### config.mk
export PLATFORM = sky130hd
export DESIGN_NAME = rrsc_top
export DESIGN_NICKNAME = d
export VERILOG_FILES = /design/src/rrsc_pkg.sv /design/src/rrsc_top.sv
export SDC_FILE = /design/constraint.sdc
export NUM_CORES = 1
export LEC_CHECK = 0
export BUFFER_PORTS_ARGS = -buffer_cell sky130_fd_sc_hd__buf_2
export CAP_MARGIN = 25
export CORE_ASPECT_RATIO = 1.4
export CORE_MARGIN = 5
export CORE_UTILIZATION = 42
export CTS_CLUSTER_DIAMETER = 200
export CTS_CLUSTER_SIZE = 12
export DETAILED_ROUTE_END_ITERATION = 8
export HOLD_SLACK_MARGIN = 0.05
export PLACE_DENSITY = 0.58
export SLEW_MARGIN = 25
export SYNTH_ARGS = -nofsm -noshare
export SYNTH_HDL_FRONTEND = slang
export SYNTH_SLANG_ARGS = --single-unit
### constraint.sdc
create_clock -name clk -period 3.31 [get_ports clk]
set_clock_uncertainty 0.2 [all_clocks]
set_input_delay 0.4965 -clock clk [delete_from_list [all_inputs] [get_ports clk]]
set_output_delay 0.4965 -clock clk [all_outputs]
set_load 0.02 [all_outputs]
### src/rrsc_pkg.sv
// shared constants and carriers for the remote run/stop control block
package rrsc_pkg;

    // register byte offsets
    localparam logic [7:0] OFS_REQ_CMD   = 8'h00; // request word 0: command
    localparam logic [7:0] OFS_REQ_SEL   = 8'h04; // request word 1: run/stop selection
    localparam logic [7:0] OFS_REQ_MODE  = 8'h08; // request word 2: execution mode
    localparam logic [7:0] OFS_REQ_CLEAR = 8'h0C; // request word 3: clear mode
    localparam logic [7:0] OFS_CTRL      = 8'h10; // start strobe
    localparam logic [7:0] OFS_RETRY     = 8'h14; // retransmission limit / count made
    localparam logic [7:0] OFS_MON_TIME  = 8'h18; // arrival monitoring time, seconds
    localparam logic [7:0] OFS_RSP_CMD   = 8'h1C; // response word 0
    localparam logic [7:0] OFS_RSP_SEL   = 8'h20; // response word 1
    localparam logic [7:0] OFS_STATUS    = 8'h24; // busy, done, running, end code
    localparam logic [7:0] OFS_IRQ_STAT  = 8'h28; // sticky events, write one to clear
    localparam logic [7:0] OFS_IRQ_MASK  = 8'h2C; // event enables

    // field positions
    localparam int CTRL_GO_BIT     = 0;
    localparam int ST_BUSY_BIT     = 0;
    localparam int ST_DONE_BIT     = 1;
    localparam int ST_ERR_BIT      = 2;
    localparam int ST_RUNNING_BIT  = 3;
    localparam int ST_REMOTE_BIT   = 4;
    localparam int ST_CODE_LSB     = 8;
    localparam int IRQ_DONE_BIT    = 0;
    localparam int IRQ_ABN_BIT     = 1;

    // request and response codes
    localparam logic [15:0] CMD_REMOTE    = 16'h0010;
    localparam logic [15:0] RSP_REMOTE    = 16'h0090;
    localparam logic [15:0] SEL_RUN       = 16'h0001;
    localparam logic [15:0] SEL_STOP      = 16'h0002;
    localparam logic [15:0] MODE_NOFORCE  = 16'h0001;
    localparam logic [15:0] MODE_FORCE    = 16'h0003;
    localparam logic [15:0] CLR_NONE      = 16'h0000;
    localparam logic [15:0] CLR_NO_LATCH  = 16'h0001;
    localparam logic [15:0] CLR_ALL       = 16'h0002;

    // end codes reported in the status register
    localparam logic [7:0] END_OK        = 8'h00;
    localparam logic [7:0] END_PROTECT   = 8'h01;
    localparam logic [7:0] END_FORMAT    = 8'h02;
    localparam logic [7:0] END_HELD      = 8'h03;
    localparam logic [7:0] END_TIMEOUT   = 8'h04;

    // reset values
    localparam logic [3:0]  RETRY_RST    = 4'h0;
    localparam logic [14:0] MON_RST      = 15'h0000;
    localparam logic [1:0]  MASK_RST     = 2'h0;

    // timing
    localparam int CLK_PERIOD_NS   = 20;            // 50 MHz
    localparam int SECOND_NS       = 1_000_000_000;
    localparam int SEC_CYCLES_DEF  = SECOND_NS / CLK_PERIOD_NS;
    localparam logic [14:0] MON_DEFAULT_S = 15'd10; // used when monitoring time is zero
    localparam logic [14:0] MON_MAX_S     = 15'd32767;
    localparam int RETRY_MAX       = 15;

    // sequencer states
    typedef enum logic [2:0] {S_IDLE, S_WAIT, S_EXEC, S_ARM, S_DONE} rrsc_fsm_t;

    // apb request from the bus master
    typedef struct packed {
        logic        psel;
        logic        penable;
        logic        pwrite;
        logic [7:0]  paddr;
        logic [31:0] pwdata;
    } rrsc_apb_req_t;

    // apb answer to the bus master
    typedef struct packed {
        logic [31:0] prdata;
        logic        pready;
        logic        pslverr;
    } rrsc_apb_rsp_t;

    // state of the controller being steered
    typedef struct packed {
        logic key_run;               // front key switch at run
        logic system_protect_switch; // protection on
        logic ext_hold;              // another station holds remote stop/pause
        logic target_ready;          // target can take the request now
        logic scan_tick;             // end of a program scan, one cycle
    } rrsc_target_t;

endpackage

### src/rrsc_top.sv
// Decided for this implementation: register access over APB and the address map.
`timescale 1ns/1ps
// Overview of operation
// RULE_01: request words: 0010H, then 0001H/0002H
// RULE_02: run mode 0001H normal, 0003H forced
// RULE_03: stop request carries mode 0003H
// RULE_04: clear mode 0000H/0001H/0002H on run
// RULE_05: stop request carries clear mode 0000H
// RULE_06: after clear, start from initial values
// RULE_07: response echoes 0090H and selection
// RULE_08: protection refuses every request abnormally
// RULE_09: key at stop keeps target stopped
// RULE_10: reset discards remote run/stop state
// RULE_11: unforced run on held station fails
// RULE_12: retry count reloaded before each start
// RULE_13: completion bit high exactly one scan
// RULE_14: next bit marks abnormal end
// RULE_15: local module picked by head number
// RULE_16: write needs dummy response area
// RULE_17: retransmit after monitoring time, default 10s
// RULE_18: retries 0..15, count made written back
module rrsc_top
    import rrsc_pkg::*;
#(
    parameter int unsigned SEC_CYCLES = SEC_CYCLES_DEF // clock cycles per second
)(
    // clock and reset
    input  wire logic          clk,
    input  wire logic          srst,
    // register bus
    input  wire rrsc_apb_req_t apb_req,
    output rrsc_apb_rsp_t      apb_rsp,
    // controller being steered
    input  wire rrsc_target_t  tgt,
    output logic               running,
    output logic               mem_clear_pulse,
    output logic [1:0]         mem_clear_mode,
    output logic               init_values_pulse,
    // completion pair and interrupt
    output logic               done,
    output logic               done_err,
    output logic               irq
);

    localparam int PRE_W = $clog2(SEC_CYCLES);

    // refuse a prescaler that cannot count a second
    if (SEC_CYCLES < 2) begin : g_chk
        $error("SEC_CYCLES must be at least 2");
    end

    // whole module state
    typedef struct packed {
        rrsc_fsm_t        fsm;         // sequencer
        logic [15:0]      req_cmd;     // request word 0
        logic [15:0]      req_sel;     // request word 1
        logic [15:0]      req_mode;    // request word 2
        logic [15:0]      req_clear;   // request word 3
        logic [3:0]       retry_word;  // limit in, count made out
        logic [3:0]       retries;     // retransmissions so far
        logic [14:0]      mon_time;    // monitoring time setting
        logic [PRE_W-1:0] sec_pre;     // one-second prescaler
        logic [14:0]      sec_cnt;     // seconds waited
        logic [15:0]      rsp_cmd;     // response word 0
        logic [15:0]      rsp_sel;     // response word 1
        logic [7:0]       end_code;    // last end status
        logic             remote_valid; // a remote state applies
        logic             remote_run;   // that state is run
        logic             running;      // target operating
        logic             done;         // completion bit
        logic             done_err;     // abnormal end bit
        logic             clr_pulse;    // memory clear strobe
        logic [1:0]       clr_mode;     // memory clear kind
        logic             init_pulse;   // load initial values
        logic [1:0]       irq_stat;     // sticky events
        logic [1:0]       irq_mask;     // event enables
        logic [31:0]      prdata;       // read data
        logic             pslverr;      // unmapped access
    } rrsc_state_t;

    rrsc_state_t st_reg;  // registered state
    rrsc_state_t st_next; // next state

    // decoded request fields
    logic        is_run;     // run selected
    logic        is_stop;    // stop selected
    logic        fmt_ok;     // request block well formed
    logic [14:0] mon_limit;  // effective seconds
    logic        wr_acc;     // write in access phase
    logic        rd_setup;   // setup phase of any transfer
    logic        mapped;     // address decodes
    logic        sec_wrap;   // a second elapsed
    logic [1:0]  irq_evt;    // events this cycle
    logic [1:0]  irq_clr;    // software clears

    // request decode, the requester owns the encoding
    always_comb
    begin
        is_run  = (st_reg.req_sel == SEL_RUN);  // [RULE_01]
        is_stop = (st_reg.req_sel == SEL_STOP); // [RULE_01]
        // run takes either mode and a clear kind; stop takes fixed words
        fmt_ok  = (st_reg.req_cmd == CMD_REMOTE)
                  && ((is_run && (st_reg.req_mode == MODE_NOFORCE // [RULE_02]
                                  || st_reg.req_mode == MODE_FORCE)
                       && st_reg.req_clear <= CLR_ALL)            // [RULE_04]
                      || (is_stop && st_reg.req_mode == MODE_FORCE // [RULE_03]
                          && st_reg.req_clear == CLR_NONE));      // [RULE_05]
        // zero selects the default time
        mon_limit = (st_reg.mon_time == 15'h0000) ? MON_DEFAULT_S : st_reg.mon_time; // [RULE_17]
    end

    // bus decode; pready is always high so every access ends in one access cycle
    always_comb
    begin
        wr_acc   = apb_req.psel && apb_req.penable && apb_req.pwrite;
        rd_setup = apb_req.psel && !apb_req.penable;
        case (apb_req.paddr)
            OFS_REQ_CMD, OFS_REQ_SEL, OFS_REQ_MODE, OFS_REQ_CLEAR, OFS_CTRL,
            OFS_RETRY, OFS_MON_TIME, OFS_RSP_CMD, OFS_RSP_SEL, OFS_STATUS,
            OFS_IRQ_STAT, OFS_IRQ_MASK: mapped = 1'b1;
            default:                    mapped = 1'b0;
        endcase
    end

    // next state
    always_comb
    begin
        st_next  = st_reg;
        sec_wrap = (st_reg.sec_pre == PRE_W'(SEC_CYCLES - 1));
        irq_evt  = 2'h0;
        irq_clr  = 2'h0;
        // strobes last one cycle
        st_next.clr_pulse  = 1'b0;
        st_next.init_pulse = st_reg.clr_pulse; // initial values follow the clear [RULE_06]

        // register writes; request words are frozen while busy
        if (wr_acc)
        begin
            case (apb_req.paddr)
                OFS_REQ_CMD:   if (st_reg.fsm == S_IDLE) st_next.req_cmd   = apb_req.pwdata[15:0];
                OFS_REQ_SEL:   if (st_reg.fsm == S_IDLE) st_next.req_sel   = apb_req.pwdata[15:0];
                OFS_REQ_MODE:  if (st_reg.fsm == S_IDLE) st_next.req_mode  = apb_req.pwdata[15:0];
                OFS_REQ_CLEAR: if (st_reg.fsm == S_IDLE) st_next.req_clear = apb_req.pwdata[15:0];
                // software reloads the limit before each start [RULE_12]
                OFS_RETRY:     if (st_reg.fsm == S_IDLE) st_next.retry_word = apb_req.pwdata[3:0];
                OFS_MON_TIME:  if (st_reg.fsm == S_IDLE) st_next.mon_time  = apb_req.pwdata[14:0];
                OFS_IRQ_STAT:  irq_clr = apb_req.pwdata[1:0];
                OFS_IRQ_MASK:  st_next.irq_mask = apb_req.pwdata[1:0];
                default:       ;
            endcase
        end

        // sequencer
        case (st_reg.fsm)
            S_IDLE:
            begin
                // a start while busy is simply ignored
                if (wr_acc && apb_req.paddr == OFS_CTRL && apb_req.pwdata[CTRL_GO_BIT])
                begin
                    st_next.fsm     = S_WAIT;
                    st_next.retries = 4'h0;
                    st_next.sec_pre = '0;
                    st_next.sec_cnt = 15'h0000;
                end
            end
            S_WAIT:
            begin
                if (tgt.target_ready)
                    st_next.fsm = S_EXEC;
                else
                begin
                    st_next.sec_pre = sec_wrap ? '0 : st_reg.sec_pre + 1'b1;
                    if (sec_wrap)
                    begin
                        st_next.sec_cnt = st_reg.sec_cnt + 15'd1;
                        // monitoring time ran out: resend or give up [RULE_17]
                        if (st_reg.sec_cnt + 15'd1 >= mon_limit)
                        begin
                            st_next.sec_cnt = 15'h0000;
                            if (st_reg.retries < st_reg.retry_word) // [RULE_18]
                                st_next.retries = st_reg.retries + 4'd1;
                            else
                            begin
                                st_next.end_code = END_TIMEOUT;
                                st_next.fsm      = S_ARM;
                            end
                        end
                    end
                end
            end
            S_EXEC:
            begin
                st_next.fsm = S_ARM;
                // response carries its code and echoes the selection [RULE_07]
                st_next.rsp_cmd = RSP_REMOTE;
                st_next.rsp_sel = st_reg.req_sel;
                if (tgt.system_protect_switch)
                    st_next.end_code = END_PROTECT; // [RULE_08]
                else if (!fmt_ok)
                    st_next.end_code = END_FORMAT;
                else if (is_run && st_reg.req_mode == MODE_NOFORCE && tgt.ext_hold)
                    st_next.end_code = END_HELD;    // held station stays put [RULE_11]
                else
                begin
                    st_next.end_code     = END_OK;
                    st_next.remote_valid = 1'b1;
                    st_next.remote_run   = is_run;
                    if (is_run)
                    begin
                        // clear first; initial values load the cycle after [RULE_04]
                        st_next.clr_pulse = 1'b1;
                        st_next.clr_mode  = st_reg.req_clear[1:0];
                    end
                end
            end
            S_ARM:
            begin
                // completion rises at a scan boundary [RULE_13]
                if (tgt.scan_tick)
                begin
                    st_next.fsm        = S_DONE;
                    st_next.done       = 1'b1;
                    st_next.done_err   = (st_reg.end_code != END_OK); // [RULE_14]
                    st_next.retry_word = st_reg.retries;              // [RULE_18]
                    irq_evt[IRQ_DONE_BIT] = 1'b1;
                    irq_evt[IRQ_ABN_BIT]  = (st_reg.end_code != END_OK);
                end
            end
            S_DONE:
            begin
                // and falls at the next one, one scan later [RULE_13]
                if (tgt.scan_tick)
                begin
                    st_next.fsm      = S_IDLE;
                    st_next.done     = 1'b0;
                    st_next.done_err = 1'b0;
                end
            end
            default: st_next.fsm = S_IDLE;
        endcase

        // key at stop wins over any remote run [RULE_09]
        st_next.running = tgt.key_run && (!st_next.remote_valid || st_next.remote_run);

        // a new event beats a clear in the same cycle
        st_next.irq_stat = (st_reg.irq_stat & ~irq_clr) | irq_evt;

        // read data captured in the setup phase, answered in the access phase
        st_next.pslverr = 1'b0;
        if (rd_setup)
        begin
            st_next.pslverr = !mapped;
            case (apb_req.paddr)
                OFS_REQ_CMD:   st_next.prdata = {16'h0000, st_reg.req_cmd};
                OFS_REQ_SEL:   st_next.prdata = {16'h0000, st_reg.req_sel};
                OFS_REQ_MODE:  st_next.prdata = {16'h0000, st_reg.req_mode};
                OFS_REQ_CLEAR: st_next.prdata = {16'h0000, st_reg.req_clear};
                OFS_RETRY:     st_next.prdata = {28'h0000000, st_reg.retry_word};
                OFS_MON_TIME:  st_next.prdata = {17'h00000, st_reg.mon_time};
                OFS_RSP_CMD:   st_next.prdata = {16'h0000, st_reg.rsp_cmd};
                OFS_RSP_SEL:   st_next.prdata = {16'h0000, st_reg.rsp_sel};
                OFS_STATUS:
                begin
                    st_next.prdata = 32'h00000000;
                    st_next.prdata[ST_BUSY_BIT]    = (st_reg.fsm != S_IDLE);
                    st_next.prdata[ST_DONE_BIT]    = st_reg.done;
                    st_next.prdata[ST_ERR_BIT]     = st_reg.done_err;
                    st_next.prdata[ST_RUNNING_BIT] = st_reg.running;
                    st_next.prdata[ST_REMOTE_BIT]  = st_reg.remote_valid;
                    st_next.prdata[ST_CODE_LSB +: 8] = st_reg.end_code;
                end
                OFS_IRQ_STAT:  st_next.prdata = {30'h00000000, st_reg.irq_stat};
                OFS_IRQ_MASK:  st_next.prdata = {30'h00000000, st_reg.irq_mask};
                default:       st_next.prdata = 32'h00000000;
            endcase
        end
    end

    // state register; reset drops any remote state [RULE_10]
    always_ff @(posedge clk)
    begin
        if (srst)
        begin
            st_reg            <= '0;
            st_reg.fsm        <= S_IDLE;
            st_reg.retry_word <= RETRY_RST;
            st_reg.mon_time   <= MON_RST;
            st_reg.irq_mask   <= MASK_RST;
        end
        else
            st_reg <= st_next;
    end

    // outputs
    assign apb_rsp.prdata    = st_reg.prdata;
    assign apb_rsp.pready    = 1'b1;
    assign apb_rsp.pslverr   = st_reg.pslverr && apb_req.psel && apb_req.penable;
    assign running           = st_reg.running;
    assign mem_clear_pulse   = st_reg.clr_pulse;
    assign mem_clear_mode    = st_reg.clr_mode;
    assign init_values_pulse = st_reg.init_pulse;
    assign done              = st_reg.done;
    assign done_err          = st_reg.done_err;
    assign irq               = |(st_reg.irq_stat & st_reg.irq_mask);
endmodule // rrsc_top

Yosys cells after proc, flatten, opt, wreduce, memory -nomap -nowiden
Cells that the tools add are included.
Storage, ports and cells
  input bits: 50
  register bits after elaboration: 202
  output and inout port bits: 42
Operators by class
  reduce and logical (&&, ||, !) cells: 47
  magnitude comparators: 3
  equal/unequal tests: 32
  multiplexer cells: 48
  add/sub/neg operators: 3
  bitwise gates (word level): 9
Operator list (count)
  16-bit one-hot mux with 11 select lines: 1
  41-bit two-way mux: 2
  41-bit one-hot mux with 2 select lines: 1
  15-bit two-way mux: 3
  4-bit two-way mux: 10
  16-bit by 1-bit equality test with 1-bit output (second input constant): 2
  16-bit by 2-bit equality test with 1-bit output (second input constant): 2
  8-bit by 5-bit equality test with 1-bit output (second input constant): 4
  8-bit by 6-bit equality test with 1-bit output (second input constant): 4
  8-bit two-way mux: 4
  26-bit by 1-bit adder with 26-bit output (second input constant): 1
  26-bit equality test (second input constant): 1
  2-bit two-way mux: 13
  26-bit two-way mux: 1
  3-bit two-way mux: 8
  3-bit AND reduction: 7
  16-bit by 5-bit equality test with 1-bit output (second input constant): 1
  8-bit by 4-bit equality test with 1-bit output (second input constant): 2
  16-bit by 2-bit less-or-equal comparator with 1-bit output (second input constant): 1
  16-bit logical NOT: 1
  8-bit one-hot mux with 2 select lines: 1
  15-bit by 1-bit adder with 15-bit output (second input constant): 1
  15-bit >= comparator: 1
  1-bit logical AND: 15
  32 further kinds: 55

Depth between registers and ports, before layout
  word-level depth: 12
  depth in mapped cells: 14
  depth with buffers taken out: 12

Worst setup path after synthesis
OpenSTA, ideal clock, no wires.
  kind: reg2reg
  from: reg st_reg[86] (netlist bit)
  to: reg st_reg[100] (netlist bit)
  buffers on the path: 2
  period minus slack after synthesis: 3485 ps
  library setup time: 70 ps
  required time: 3040 ps
  stages on the path, launching flop included: 14
  arrival time: 3215 ps
  setup slack: -175 ps
  cell sequence: dfxtp_1 -> ha_1 -> nand3_1 -> or3_1 -> clkbuf_1 -> xnor2_1 -> ha_1 -> and3_1 -> a221o_1 -> a21o_1 -> a21oi_1 -> clkbuf_1 -> nand3_1 -> a21oi_1
On the way
  word-level cells in the longest chain between the ends: 6
Ends and longest elaborated chain
  start, declared: line rrsc_top.sv:81  | rrsc_state_t st_reg;
  start signal, assigned: line rrsc_top.sv:291  | st_reg <= st_next;
  15-bit by 1-bit adder with 15-bit output (*): line rrsc_top.sv:175, rrsc_top.sv:177
  15-bit >= comparator: line rrsc_top.sv:177  | if (st_reg.sec_cnt + 15'd1 >= mon_limit)
  15-bit two-way mux (*): line rrsc_top.sv:177
  15-bit two-way mux (*): line rrsc_top.sv:173  | if (sec_wrap)
  41-bit two-way mux (*): line rrsc_top.sv:168  | if (tgt.target_ready)
  41-bit one-hot mux with 2 select lines (*): line rrsc_top.sv:154  | case (st_reg.fsm)
Mark *: on every way between the ends. The rest lies on a longest branch, timed or not. The select of a mux whose other input is x is not followed.
A chain may end at the register's enable or synchronous reset.

Final worst setup path
  from: reg st_reg[86] (netlist bit)
  to: reg st_reg[48] (netlist bit)
On the way
  word-level cells in the longest chain between the ends: 4
Ends and longest elaborated chain (line)
  15-bit by 1-bit adder with 15-bit output: rrsc_top.sv:177
  15-bit >= comparator: rrsc_top.sv:177
  2-bit != test (no source line)
  5-bit AND reduction (no source line)
Every way passes these cells.

==> impl_metrics.sql <==
INSERT INTO impl_metrics (metric_group, metric, value, unit) VALUES
('place', 'dp_hpwl', '21.1', 'mm'),
('timing', 'final_min_period_over_clock_period', '98.1', '%'),
('worst_setup_path', 'timing.critical_path.from_type', 'register', ''),
('grt', 'grt_pass1_wl', '45.8', 'mm'),
('timing', 'clock.fmax', '308', 'MHz'),
('run_status', 'outcome', 'finished clean', ''),
('timing', 'worst_slew_margin_rel', '48.1', '%'),
('floorplanning', 'io-pin-count', '92', ''),
('timing', 'finalHoldViolCount', '0', ''),
('route', 'drtAntennaViolNets', '0', ''),
('cts', 'clkTransAtPathRegs', '70', 'ps'),
('worst_setup_path', 'setup.worst_path.class', 'reg -> reg', ''),
('timing', 'timing.final.max_slew_violations', '0', ''),
('floorplanning', 'start_util', '42.8', '%'),
('worst_setup_path', 'critical_path_maximum_fanout', '7', ''),
('cells_and_area', 'largest_register_ffs', '158', ''),
('synthesis', 'post_synth_instance_area', '0.00906', 'mm2'),
('route', 'vias', '8511', ''),
('cells_and_area', 'flow.area_growth_from_synthesis', '14.5', '%'),
('route', 'routedWlPerCell', '19.5', 'um'),
('worst_setup_path', 'critical_path.slowest_cell', 'sky130_fd_sc_hd__or3_4', ''),
('timing', 'finalCriticalPeriod', '3250', 'ps'),
('min_path', 'min_delay_worst_endpoint', 'running', ''),
('cells_and_area', 'multi_input_area', '0.00498', 'mm2'),
('floorplanning', 'floorplan.die_area', '0.0247', 'mm2'),
('cts', 'cts.htree.levels', '4', ''),
('min_path', 'timing.hold.worst_path_depth', '2', ''),
('route', 'route.detailed.drc', '0', ''),
('timing', 'setup_viol', '0', ''),
('grt', 'grt_max_degree', '73', ''),
('cells_and_area', 'fillCellCount', '2093', ''),
('cells_and_area', 'drive_gt1_share', '15.6', '%'),
('synthesis', 'async_flop_share', '0', '%'),
('worst_setup_path', 'path_depth_of_the_worst_reg2reg_path', '12', ''),
('synthesis', 'synth_sequential_area_ratio', '40.0', '%'),
('floorplanning', 'floorplan.die.height', '184', 'um'),
('timing', 'worst_slack', '61.9', 'ps'),
('worst_setup_path', 'stage_delay_of_the_slowest_cell_on_the_critical_path', '430', 'ps'),
('route', 'drtIter0Drc', '688', ''),
('pwr', 'cellPowerDensity', '470', 'mW/mm2'),
('worst_setup_path', 'worst-path-buf-inv', '1', ''),
('grt', 'first_global_vias', '8315', ''),
('cells_and_area', 'register_area', '0.00363', 'mm2'),
('floorplanning', 'fp.dieW', '134', 'um'),
('timing', 'timing.hold.ws', '103', 'ps'),
('synthesis', 'synth_cells', '1153', ''),
('cts', 'cts-root-buf', 'sky130_fd_sc_hd__clkbuf_16', ''),
('grt', 'globalRouteOverflowTotal', '0', ''),
('grt', 'grt_antenna_before_repair', '0', ''),
('place', 'post-place-ws', '-90.6', 'ps'),
('route', 'dr.pass1.iters', '7', ''),
('cells_and_area', 'final_common_cell', 'sky130_fd_sc_hd__nand2_1', ''),
('pwr', 'peakVddDrop', '383', 'uV'),
('floorplanning', 'floorplan_core_area', '0.0212', 'mm2'),
('place', 'numPortBuffers', '58', ''),
('cts', 'clkLatencyLatePin', '430', 'ps'),
('synthesis', 'dominantRegCellSynth', 'sky130_fd_sc_hd__dfxtp_1', ''),
('min_path', 'hold_path_class', 'in -> reg', ''),
('cells_and_area', 'num_antenna_cells', '0', ''),
('route', 'vias_per_cell', '5.80', ''),
('cts', 'cts_inserted_buffers', '17', ''),
('synthesis', 'number_of_enable_type_register_cells_in_the_synthesized_netlist', '0', ''),
('worst_setup_path', 'required_time_of_the_critical_path', '3440', 'ps'),
('cts', 'tritoncts', 'built', ''),
('grt', 'grt_util_all_layers', '23.3', '%'),
('synthesis', 'postSynthAreaPerCell', '7.86', 'um2'),
('worst_setup_path', 'end_kind', 'register', ''),
('synthesis', 'synth.yosys.warnings', '0', ''),
('flow_run', 'max_cap_viol_count', '0', ''),
('cts', 'cts_num_sinks', '181', ''),
('cts', 'buffers_from_clock_root_to_sink_at_most', '2', '');
## layer usage
metal | track usage, % | wire length [um]
met2 | 42.0 | 14900
met1 | 27.6 | 11500
met5 | 0 | 0
met3 | 3.40 | 1100
met4 | 9.82 | 1070
## worst max path at each step
stage          startpoint  slack [ps]  cells after the start           to
3_3_place_gp   st_reg[86]         -30                     13   st_reg[96]
4_1_cts        st_reg[87]          10                     12   st_reg[89]
6_report       st_reg[86]          60                     12   st_reg[48]
2_1_floorplan  st_reg[86]          20                     13   st_reg[48]
3_5_place_dp   st_reg[86]         -90                     12   st_reg[89]
5_1_grt        st_reg[86]         -70                     13  st_reg[144]
## cell families (layout without fill, tap and decap cells)
kind of cell / Yosys count / after routing / share of synthesized area (%)
and+or+nand+nor: 490 / 490 / 25.7
AOI/OAI and AO/OA: 277 / 277 / 18.6
DFF: 181 / 181 / 40.0
buffers and inverters: 132 / 172 / 7.29
xor gates and xnor gates: 32 / 32 / 3.09
adders and majority gates: 21 / 21 / 2.90
muxes: 18 / 18 / 2.29
other: 2 / 17 / 0.0828
## through the flow
| step | std cells | cell area, um2 | utilization, % |
|---|---|---|---|
| 2_1_floorplan | 1168 | 9140 | - |
| 3_3_place_gp | 1433 | 9620 | 45.4 |
| 3_5_place_dp | 1433 | 9620 | 45.4 |
| 4_1_cts | 1467 | 10300 | 48.5 |
| 5_1_grt | 1468 | 10400 | 49.0 |
| 6_report | 1468 | 10400 | 49.0 |
## what timing repair did
| action | CTS | global route |
|---|---|---|
| resized for setup | 11 | 26 |
| pin swaps | 6 | 23 |
| hold buffers | 0 | 0 |
| gates cloned | 1 | 0 |
| buffers inserted | 3 | 2 |
| setup endpoints to repair | 14 | 23 |
## Yosys cell counts, drive strengths merged, types with 3 or more instances
master,number,area [um2]
buf,53,363
a2111oi,3,26.3
o211ai,4,30.0
nor2b,6,37.5
a21oi,144,721
nor4,25,171
nand4,17,106
a21boi,4,30.0
nor3b,5,37.5
and3,10,62.6
nor3,19,100
nor4b,5,43.8
nor2,71,269
or3,8,50.1
nand3,41,205
a221oi,16,140
inv,29,109
a22oi,17,128
xnor2,23,201
or4,4,30.0
ha,21,263
o21ai,39,195
dfxtp,181,3620
nand3b,3,22.5
a221o,3,30.0
and4,4,35.0
a21o,4,30.0
a31oi,10,62.6
mux2i,14,140
clkbuf,50,189
o2111ai,4,41.3
or4b,5,50.1
nand2b,6,37.5
or2,5,31.3
o32ai,5,43.8
xor2,9,78.8
nand2,236,886
and2,10,62.6
## layout make-up
cell class	count	share of cell area, %
Timing Repair Buffer	113	7.35
Multi-Input combinational cell	855	48.0
Tap cell	260	3.13
Clock buffer	19	4.27
Sequential cell	181	35.0
Inverter	29	1.05
Clock inverter	11	1.23
## report_power, final
part           total, mW  internal (mW)  switching, mW
clock network       2.00           1.13          0.872
logic              0.651          0.244          0.407
registers           2.23           2.20         0.0280
No activity file was read; power rests on OpenSTA's default activity.
